===== config.mk =====
export PLATFORM = sky130hd
export DESIGN_NAME = clock_reset_controller
export DESIGN_NICKNAME = d
export VERILOG_FILES = /design/src/hdl/clkrst_pkg.sv /design/src/hdl/clock_reset_controller.sv /design/src/hdl/interval_timer.sv
export SDC_FILE = /design/constraint.sdc
export NUM_CORES = 1
export LEC_CHECK = 0
export ABC_AREA = 1
export BUFFER_PORTS_ARGS = -buffer_cell sky130_fd_sc_hd__buf_2
export CORE_AREA = 8 8 122 180
export CTS_CLUSTER_SIZE = 24
export DETAILED_ROUTE_END_ITERATION = 8
export DIE_AREA = 0 0 130 188
export PLACE_DENSITY = 0.58
export SLEW_MARGIN = 30
export SYNTH_ARGS = -nofsm -noshare
export SYNTH_HDL_FRONTEND = slang
export SYNTH_SLANG_ARGS = --single-unit

===== constraint.sdc =====
create_clock -name CLK -period 5.5 [get_ports CLK]
set_input_delay 0.55 -clock CLK [delete_from_list [all_inputs] [get_ports CLK]]
set_output_delay 0.55 -clock CLK [all_outputs]
set_load 0.1 [all_outputs]

===== src/hdl/clkrst_pkg.sv =====
// Purpose: Constants for the clock source and reset sequencer
// Assumes: Core clock of 125 MHz; I/O register addresses are 8 bits
// Notes:   Timing counts derive from times in their own unit
package clkrst_pkg;

	localparam int CLK_MHZ = 125;

	// I/O register addresses
	localparam logic [7:0] ADDR_PORT2     = 8'h02;
	localparam logic [7:0] ADDR_WD_RESTART = 8'h26;
	localparam logic [7:0] ADDR_CLK_CFG   = 8'hf8;
	localparam logic [7:0] ADDR_STATUS    = 8'hff;

	// Clock configuration fields
	localparam int CFG_EXT_OSC_EN   = 0;
	localparam int CFG_CLKOUT_DIS   = 1;
	localparam int CFG_LVR_DIS      = 3;
	localparam int CFG_RESUME_DELAY = 7;
	localparam logic [7:0] CFG_RESET = 8'h00;

	// Status and control fields
	localparam int ST_RUN      = 0;
	localparam int ST_SUSPEND  = 3;
	localparam int ST_LV_FLAG  = 4;
	localparam int ST_WD_FLAG  = 6;
	localparam logic [7:0] ST_POWERUP  = 8'h11;
	localparam logic [7:0] ST_WATCHDOG = 8'h41;

	// Auxiliary port fields
	localparam int AUX_IN1 = 1;
	localparam int AUX_IN2 = 2;

	localparam logic [15:0] RESET_VECTOR = 16'h0000;
	localparam logic [7:0]  STACK_RESET  = 8'h00;

	// Times
	localparam int SHORT_DELAY_US  = 128;
	localparam int LONG_DELAY_MS   = 4;
	localparam int STARTUP_MS      = 24;
	localparam int WATCHDOG_MS     = 10;
	localparam int WD_RESET_MS     = 2;
	localparam int WAKE_DELAY_US   = 8;

	// Cycle counts: least times round up
	localparam int SHORT_DELAY_CYC = SHORT_DELAY_US * CLK_MHZ;
	localparam int LONG_DELAY_CYC  = LONG_DELAY_MS * 1000 * CLK_MHZ;
	localparam int STARTUP_CYC     = STARTUP_MS * 1000 * CLK_MHZ;
	localparam int WATCHDOG_CYC    = WATCHDOG_MS * 1000 * CLK_MHZ;
	localparam int WD_RESET_CYC    = WD_RESET_MS * 1000 * CLK_MHZ;
	localparam int WAKE_DELAY_CYC  = WAKE_DELAY_US * CLK_MHZ;

	typedef enum logic [2:0] {
		ST_HOLD_LOW  = 3'b000,
		ST_STARTUP   = 3'b001,
		ST_RUNNING   = 3'b010,
		ST_OSC_START = 3'b011,
		ST_RESUME    = 3'b100,
		ST_WD_HOLD   = 3'b101,
		ST_SUSPENDED = 3'b110,
		ST_WAKE      = 3'b111
	} seq_state_t;

endpackage : clkrst_pkg


===== src/hdl/clock_reset_controller.sv =====
// Purpose: Clock source switching and reset sequencing
// Assumes: Analog monitors and oscillator ready arrive as asynchronous levels
// Notes:   Summary of operation follows
// Summary of operation
// - Power up on internal 6 MHz oscillator
// - Internal clock out unless output disabled
// - Oscillator input readable, pulled down, no interrupt
// - Enable bit halts, swaps oscillators
// - Stable external clock re-enables clock tree
// - Resume delay 128 us or 4 ms
// - Return to internal only on suspend wake or supply reset
// - Record reset cause in status bits
// - Restart at zero without pushing state
// - Reset clears registers, tristates pins, disables interrupts
// - Supply reset selects internal, waits 24 ms
// - Watchdog keeps clock mode, clears enable
// - Stack pointers reset to zero
// - Power-up holds until supply good, times out
// - Low-voltage reset repeats, disable bit, suspend
// - Brown-out active when low-voltage reset off
// - Restart write clears watchdog, else reset
// - Watchdog status 010X0001, hold 2 ms
// - Suspend stops oscillators and timers
// - Internal wake waits 8 us
`timescale 1ns/10ps
module clock_reset_controller
	import clkrst_pkg::*;
#(
	parameter int SHORT_DELAY = SHORT_DELAY_CYC,
	parameter int LONG_DELAY  = LONG_DELAY_CYC,
	parameter int STARTUP     = STARTUP_CYC,
	parameter int WATCHDOG    = WATCHDOG_CYC,
	parameter int WD_RESET    = WD_RESET_CYC,
	parameter int WAKE_DELAY  = WAKE_DELAY_CYC
) (
	// Clock and reset
	input  wire logic       CLK,
	input  wire logic       RESETN,
	// I/O register port
	input  wire logic [7:0] IO_ADDR,
	input  wire logic [7:0] IO_WDATA,
	input  wire logic       IO_WR,
	input  wire logic       IO_RD,
	output logic      [7:0] IO_RDATA,
	// Wake request from suspend
	input  wire logic       WAKE_EVENT,
	// Analog monitors and oscillator
	input  wire logic       SUPPLY_ABOVE_LVR,
	input  wire logic       SUPPLY_ABOVE_BOR,
	input  wire logic       EXT_OSC_STABLE,
	output logic            INT_OSC_ON,
	output logic            EXT_OSC_ON,
	output logic            CLK_SEL_EXT,
	output logic            CORE_CLK_EN,
	output logic            LVR_ACTIVE,
	output logic            BOR_ACTIVE,
	// Oscillator pins
	input  wire logic       OSC_IN_PIN_I,
	output logic            OSC_IN_PULLDOWN,
	input  wire logic       OSC_OUT_PIN_I,
	output logic            OSC_OUT_PIN_O,
	output logic            OSC_OUT_PIN_OE_N,
	// Processor reset controls
	output logic            CPU_RESET,
	output logic            CPU_RUN,
	output logic     [15:0] RESET_PC,
	output logic      [7:0] PSP_RESET,
	output logic      [7:0] DSP_RESET,
	output logic            NO_STACK_PUSH,
	output logic            PINS_HIZ,
	output logic            IRQ_DISABLE,
	output logic            USB_DISABLE
);
	seq_state_t state, next_state;
	logic       rst_s1, rst_n;
	logic [3:0] s1, s2;
	logic       lvr_ok, bor_ok, osc_ok, wake;
	logic [7:0] cfg, status;
	logic       ext_mode, int_clk_div;
	logic [31:0] load_value;
	logic       load, done, run_timer;
	logic [31:0] wd_count;
	logic       wd_bite;

	// Reset release through two flops
	always_ff @(posedge CLK or negedge RESETN) begin
		if (!RESETN) begin
			rst_s1 <= 1'b0;
			rst_n  <= 1'b0;
		end else begin
			rst_s1 <= 1'b1;
			rst_n  <= rst_s1;
		end
	end

	// Asynchronous levels synchronised before use
	always_ff @(posedge CLK or negedge rst_n) begin
		if (!rst_n) begin
			s1 <= 4'h0;
			s2 <= 4'h0;
		end else begin
			s1 <= {WAKE_EVENT, EXT_OSC_STABLE, SUPPLY_ABOVE_BOR, SUPPLY_ABOVE_LVR};
			s2 <= s1;
		end
	end
	assign lvr_ok = s2[0];
	assign bor_ok = s2[1];
	assign osc_ok = s2[2];
	assign wake   = s2[3];

	logic [1:0] aux_s1, aux_s2;
	always_ff @(posedge CLK or negedge rst_n) begin
		if (!rst_n) begin
			aux_s1 <= 2'b00;
			aux_s2 <= 2'b00;
		end else begin
			aux_s1 <= {OSC_OUT_PIN_I, OSC_IN_PIN_I};
			aux_s2 <= aux_s1;
		end
	end

	// Monitor selection
	wire in_suspend  = (state == ST_SUSPENDED);
	wire lvr_enabled = !cfg[CFG_LVR_DIS] && !in_suspend;
	wire lvr_trip    = lvr_enabled && !lvr_ok;
	wire bor_trip    = !lvr_enabled && !bor_ok;
	wire supply_trip = lvr_trip || bor_trip;

	// Register decode
	wire wr_cfg     = IO_WR && IO_ADDR == ADDR_CLK_CFG;
	wire wr_status  = IO_WR && IO_ADDR == ADDR_STATUS;
	wire wr_wd      = IO_WR && IO_ADDR == ADDR_WD_RESTART;
	wire cpu_active = (state == ST_RUNNING);
	wire ext_req    = cpu_active && wr_cfg && IO_WDATA[CFG_EXT_OSC_EN] && !ext_mode;
	wire susp_req   = cpu_active && wr_status && IO_WDATA[ST_SUSPEND] && IO_WDATA[ST_RUN];

	// Watchdog runs only while code executes
	assign wd_bite = cpu_active && (wd_count >= 32'(WATCHDOG - 1));
	always_ff @(posedge CLK or negedge rst_n) begin
		if (!rst_n)
			wd_count <= '0;
		else if (!cpu_active || wr_wd)
			wd_count <= '0;
		else
			wd_count <= wd_count + 32'd1;
	end

	// Sequencer
	always_comb begin
		next_state = state;
		load       = 1'b0;
		load_value = '0;
		if (supply_trip) begin
			next_state = ST_HOLD_LOW;
		end else begin
			case (state)
				ST_HOLD_LOW: begin
					if (lvr_ok) begin
						next_state = ST_STARTUP;
						load       = 1'b1;
						load_value = 32'(STARTUP);
					end
				end
				ST_STARTUP:   if (done) next_state = ST_RUNNING;
				ST_RUNNING: begin
					if (wd_bite) begin
						next_state = ST_WD_HOLD;
						load       = 1'b1;
						load_value = 32'(WD_RESET);
					end else if (susp_req) begin
						next_state = ST_SUSPENDED;
					end else if (ext_req) begin
						next_state = ST_OSC_START;
					end
				end
				ST_OSC_START: begin
					if (osc_ok) begin
						next_state = ST_RESUME;
						load       = 1'b1;
						load_value = cfg[CFG_RESUME_DELAY] ? 32'(LONG_DELAY)
						                                   : 32'(SHORT_DELAY);
					end
				end
				ST_RESUME:    if (done) next_state = ST_RUNNING;
				ST_WD_HOLD:   if (done) next_state = ST_RUNNING;
				ST_SUSPENDED: begin
					if (wake) begin
						if (cfg[CFG_EXT_OSC_EN]) begin
							next_state = ST_OSC_START;
						end else begin
							next_state = ST_WAKE;
							load       = 1'b1;
							load_value = 32'(WAKE_DELAY);
						end
					end
				end
				ST_WAKE:      if (done) next_state = ST_RUNNING;
				default:      next_state = ST_HOLD_LOW;
			endcase
		end
	end

	assign run_timer = (state == ST_STARTUP) || (state == ST_RESUME) ||
	                   (state == ST_WD_HOLD) || (state == ST_WAKE);

	interval_timer #(.WIDTH(32)) u_timer (
		.clk   (CLK),
		.rst_n (rst_n),
		.load  (load),
		.value (load_value),
		.run   (run_timer),
		.done  (done)
	);

	always_ff @(posedge CLK or negedge rst_n) begin
		if (!rst_n)
			state <= ST_HOLD_LOW;
		else
			state <= next_state;
	end

	// Clock mode: switches to internal only on suspend wake or supply reset
	always_ff @(posedge CLK or negedge rst_n) begin
		if (!rst_n)
			ext_mode <= 1'b0;
		else if (state == ST_HOLD_LOW)
			ext_mode <= 1'b0;
		else if (ext_req)
			ext_mode <= 1'b1;
		else if (in_suspend && wake)
			ext_mode <= cfg[CFG_EXT_OSC_EN];
	end

	// Configuration register; a watchdog bite clears only the enable bit
	always_ff @(posedge CLK or negedge rst_n) begin
		if (!rst_n)
			cfg <= CFG_RESET;
		else if (state == ST_HOLD_LOW)
			cfg <= CFG_RESET;
		else if (wd_bite)
			cfg[CFG_EXT_OSC_EN] <= 1'b0;
		else if (cpu_active && wr_cfg)
			cfg <= IO_WDATA;
	end

	// Status register is loaded whole with the cause value on supply and watchdog reset
	always_ff @(posedge CLK or negedge rst_n) begin
		if (!rst_n)
			status <= ST_POWERUP;
		else if (state == ST_HOLD_LOW)
			status <= ST_POWERUP;
		else if (wd_bite)
			status <= ST_WATCHDOG;
		else if (cpu_active && wr_status)
			status <= {IO_WDATA[7:4], 1'b0, IO_WDATA[2:0]} | 8'h01;
		else if (in_suspend && wake)
			status[ST_SUSPEND] <= 1'b0;
	end

	// Divided core clock shown on the output pin in internal mode, except in suspend, unless output disabled
	always_ff @(posedge CLK or negedge rst_n) begin
		if (!rst_n)
			int_clk_div <= 1'b0;
		else
			int_clk_div <= ~int_clk_div;
	end

	wire in_reset  = (state == ST_HOLD_LOW) || (state == ST_STARTUP) ||
	                 (state == ST_WD_HOLD);
	wire osc_int   = !ext_mode && state != ST_OSC_START && !in_suspend;
	wire osc_ext   = (ext_mode || state == ST_OSC_START) && !in_suspend;
	wire drive_out = !ext_mode && !cfg[CFG_CLKOUT_DIS] && osc_int;

	logic [7:0] next_rdata;
	always_comb begin
		next_rdata = 8'h00;
		if (IO_RD) begin
			case (IO_ADDR)
				ADDR_CLK_CFG: next_rdata = cfg;
				ADDR_STATUS:  next_rdata = status;
				ADDR_PORT2: begin
					next_rdata[AUX_IN1] = aux_s2[0] && !ext_mode;
					next_rdata[AUX_IN2] = aux_s2[1] && !drive_out && !ext_mode;
				end
				default:      next_rdata = 8'h00;
			endcase
		end
	end

	// Registered outputs
	always_ff @(posedge CLK or negedge rst_n) begin
		if (!rst_n) begin
			IO_RDATA         <= 8'h00;
			INT_OSC_ON       <= 1'b1;
			EXT_OSC_ON       <= 1'b0;
			CLK_SEL_EXT      <= 1'b0;
			CORE_CLK_EN      <= 1'b0;
			LVR_ACTIVE       <= 1'b1;
			BOR_ACTIVE       <= 1'b0;
			OSC_IN_PULLDOWN  <= 1'b1;
			OSC_OUT_PIN_O    <= 1'b0;
			OSC_OUT_PIN_OE_N <= 1'b1;
			CPU_RESET        <= 1'b1;
			CPU_RUN          <= 1'b0;
			RESET_PC         <= RESET_VECTOR;
			PSP_RESET        <= STACK_RESET;
			DSP_RESET        <= STACK_RESET;
			NO_STACK_PUSH    <= 1'b1;
			PINS_HIZ         <= 1'b1;
			IRQ_DISABLE      <= 1'b1;
			USB_DISABLE      <= 1'b1;
		end else begin
			IO_RDATA         <= next_rdata;
			INT_OSC_ON       <= osc_int;
			EXT_OSC_ON       <= osc_ext;
			CLK_SEL_EXT      <= ext_mode && state != ST_OSC_START;
			CORE_CLK_EN      <= (next_state == ST_RUNNING);
			LVR_ACTIVE       <= lvr_enabled;
			BOR_ACTIVE       <= !lvr_enabled;
			OSC_IN_PULLDOWN  <= !ext_mode;
			OSC_OUT_PIN_O    <= drive_out && int_clk_div;
			OSC_OUT_PIN_OE_N <= !drive_out;
			CPU_RESET        <= (next_state != ST_RUNNING) && in_reset;
			CPU_RUN          <= (next_state == ST_RUNNING);
			RESET_PC         <= RESET_VECTOR;
			PSP_RESET        <= STACK_RESET;
			DSP_RESET        <= STACK_RESET;
			NO_STACK_PUSH    <= 1'b1;
			PINS_HIZ         <= in_reset;
			IRQ_DISABLE      <= in_reset;
			USB_DISABLE      <= in_reset;
		end
	end
endmodule : clock_reset_controller


===== src/hdl/interval_timer.sv =====
// Purpose: Loadable down counter giving a done pulse
// Assumes: Load and tick come from the same clock
// Notes:   Load wins over counting
`timescale 1ns/10ps
module interval_timer #(
	parameter int WIDTH = 32
) (
	input  wire logic             clk,
	input  wire logic             rst_n,
	input  wire logic             load,
	input  wire logic [WIDTH-1:0] value,
	input  wire logic             run,
	output logic                  done
);
	logic [WIDTH-1:0] count;
	logic             next_done;

	assign next_done = run && !load && (count == {{(WIDTH-1){1'b0}}, 1'b1});

	always_ff @(posedge clk or negedge rst_n) begin
		if (!rst_n) begin
			count <= '0;
			done  <= 1'b0;
		end else begin
			done <= next_done;
			if (load)
				count <= value;
			else if (run && count != '0)
				count <= count - 1'b1;
		end
	end
endmodule : interval_timer


==> out/results.txt <==
Final ANT Viol Nets: 0
Max Buffers Root-to-Sink: 2
number of vias per cell: 4.63
Tot Pwr: 3230 uW
GP Congestion: 0.883
Initial Util: 34.1%
DR pass1 iterations: 4
worst path cell trace: inv_1 -> ha_1 -> nand2_2 -> nor2_4 -> nand2_2 -> o21ai_4 -> inv_2 -> nor2_4 -> nand2_1 -> nand2_1
CTS tree: done
Die H: 188 um
worst rel slew slack: 45.5%
Critical-path top delay cell: nor2_4
GR Overflow Total: 0
design area: 7660 um2
RSZ-0062 raised after global routing: false
CP required: 5.85 ns
routed via count: 5495
post-DP HPWL: 13.0 mm
antenna violations before repair: 0
FMAX: 390 MHz
Static Leakage: 0.00370 uW
Core ar.: 19500 um2
#FFs+latches synth: 117
wire length of the first global-routing pass: 27.5 mm
WS Path Type: reg2reg
DRC marker count from the first detailed-route iteration: 369
share of post-route cells with drive strength above 1: 13.4%
IO Pins: 81
share of the synthesized area in the top cell type: 41.5%
Cells after Synth: 860
final-report setup violation count: 0
Root Buffer: clkbuf_16
Switch Pwr: 1200 uW
Reg power frac: 33.6%
Hold/Removal Path Class: in2reg
vias in the first global route: 5603
Clock Power Share: 38.3%
max-slew violations: 0
synthesized cell area: 6640 um2
Final min period: 2.56 ns
Max stage delay on crit path: 0.52 ns
nets@finish: 942
die area: 24400 um2
DRC viols: 0
status: finished, final reports clean
clk slew on worst S/H paths: 0.06 ns
Layout Area Growth over Synthesis: 15.4%
routed len/inst: 14.4 um
Peak VDD IR: 0.229 mV
Skew-Pair Late Insertion Delay: 0.42 ns
port bufs: 47
TritonCTS Buffers: 17
post-CTS setup buffer count: 0
crit path launch type: flip-flop
largest net degree at the start of global routing: 66
Slew @ Worst Pin: 0.817 ns
crit path capture type: flip-flop
P per Cell Area: 421 nW/um2
max-cap violations: 0
H-tree depth: 4
final wirelength: 17.0 mm
setup TNS: 0 ns
leading area contributor after synthesis: dfrtp_1
worst-path fanout max: 22
Comb power frac: 28.1%
Layout Skew: 0.00718 ns
register area share after synthesis: 44.2%
FP Rows: 63
internal power: 2020 uW
dpl cell area: 6990 um2
die width: 130 um
GRT Util Overall: 14.5%
Final Hold Fails: 0
largest cells by area after synthesis: dfrtp_1 (41%), nand2_1 (13%), nor2_1 (7.4%)
Syn Area/Cell: 7.72 um2
Clock Sinks: 117
Ys Warns: 0
Min Hold Slack: 0.239 ns
Unique masters post-synth: 46
Critical Path AT: 2.91 ns
Sw Share: 37.3%
crit share post-route: 46.6%
ANT cells: 0
## cells in the final DEF, fill, tap and decap left out, types with 7 or more instances in the layout
master,n
a21oi_1,22
buf_2,47
clkbuf_16,17
conb_1,34
dfrtp_1,109
dfstp_2,7
inv_1,81
nand2_1,234
nand3_1,46
nand4_1,19
nor2_1,130
nor2_4,7
nor3_1,25
nor4_1,8
o21ai_0,22
xnor2_1,13
xor2_1,25
## registers in the layout, indices dropped and copies added, names as in the netlist, 2 cells and up
name and cells:
wd_count 32, aux_s1 2, status 6, IO_RDATA 8
aux_s2 2, state 3, u_timer.count 32, s1 4
s2 4, cfg 8
## Yosys cell counts (all sizes together)
master / number
nand2: 240
nor2: 143
dfrtp: 110
inv: 88
nand3: 48
buf: 44
nor3: 28
o21ai: 25
xor2: 25
a21oi: 22
nand4: 19
xnor2: 13
nor4: 8
dfstp: 7
nand3b: 6
nor3b: 5
o31ai: 5
a31oi: 4
clkbuf: 3
ha: 3
o211ai: 3
a211oi: 2
a21boi: 2
and3: 2
conb: 2
clkinv: 1
o21a: 1
or2: 1
## final cells by class
cell class	instances	area, um2
Clock buffer	18	439
Clock inverter	14	224
Fill cell	2031	11800
Inverter	89	339
Multi-Input combinational cell	639	3140
Sequential cell	117	2940
Tap cell	260	325
Timing Repair Buffer	49	253
## routing by layer
| layer | track usage [%] | vias to the layer above | part of all wire, % |
|---|---|---|---|
| met5 | 0 | - | 0 |
| met4 | 8.39 | 0 | 3.4 |
| met3 | 2.45 | 35 | 3.4 |
| met2 | 27.3 | 117 | 56 |
| met1 | 14.3 | 2555 | 37 |
| li1 | - | 2788 | - |
## logic make-up (layout without fill, tap and decap cells)
group / count (synthesis) / in the layout / share of synthesized area (%)
compound gates: 64 / 64 / 5.71
buf+inv: 136 / 170 / 10.3
simple gates: 500 / 500 / 34.1
flops: 117 / 117 / 44.2
other cells: 2 / 34 / 0.113
xor+xnor: 38 / 38 / 5.01
fa+ha+maj: 3 / 3 / 0.566
## worst max-delay path: cells and delay by family (launching register included)
family | cells | cell delay, ns
DFF | 1 | 0.39
adders and majority gates | 1 | 0.29
buffers and inverters | 2 | 0.38
and+or+nand+nor | 6 | 1.15
AOI/OAI and AO/OA | 1 | 0.27
## power groups by stage
stage | registers (uW) | clock network, uW | logic, uW
final | 1090 | 1230 | 907
after global routing | 1100 | 1300 | 1000
after CTS | 1090 | 1270 | 914
after detailed placement | 1100 | 0 | 908
after global placement | 1100 | 0 | 902
after floorplan | 1160 | 0 | 693
## stage by stage
stage                     setup slack [ns]  util (%)  cells
after floorplan                       2.01         -    892
after global placement                3.02      35.9   1153
after detailed placement              2.93      35.9   1153
after CTS                             2.89      39.3   1186
after global routing                  2.64      39.3   1186
final                                 2.94      39.3   1186
## path summary, 6_finish.rpt
check / from / cells past startpoint / end / slack [ns]
max: u_timer.count[0]$_DFFE_PN0P_ / 10 / u_timer.count[11]$_DFFE_PN0P_ / 2.94
min: OSC_OUT_PIN_I / 1 / aux_s1[1]$_DFF_PN0_ / 0.24
max reg2reg: u_timer.count[0]$_DFFE_PN0P_ / 10 / u_timer.count[11]$_DFFE_PN0P_ / 2.94
min reg2reg: rst_s1$_DFF_PN0_ / 0 / rst_n$_DFF_PN0_ / 0.35
max in group asynchronous: rst_n$_DFF_PN0_ / 1 / u_timer.count[18]$_DFFE_PN0P_ / 3.84
min in group asynchronous: rst_n$_DFF_PN0_ / 0 / wd_count[18]$_DFF_PN0_ / 0.38
## repair_timing
| action | in CTS | in global routing |
|---|---|---|
| hold buffers | 1 | 0 |
| hold endpoints to repair | 2 | 0 |
| gates resized for setup | 0 | 0 |
(Power assumes the default switching activity.)
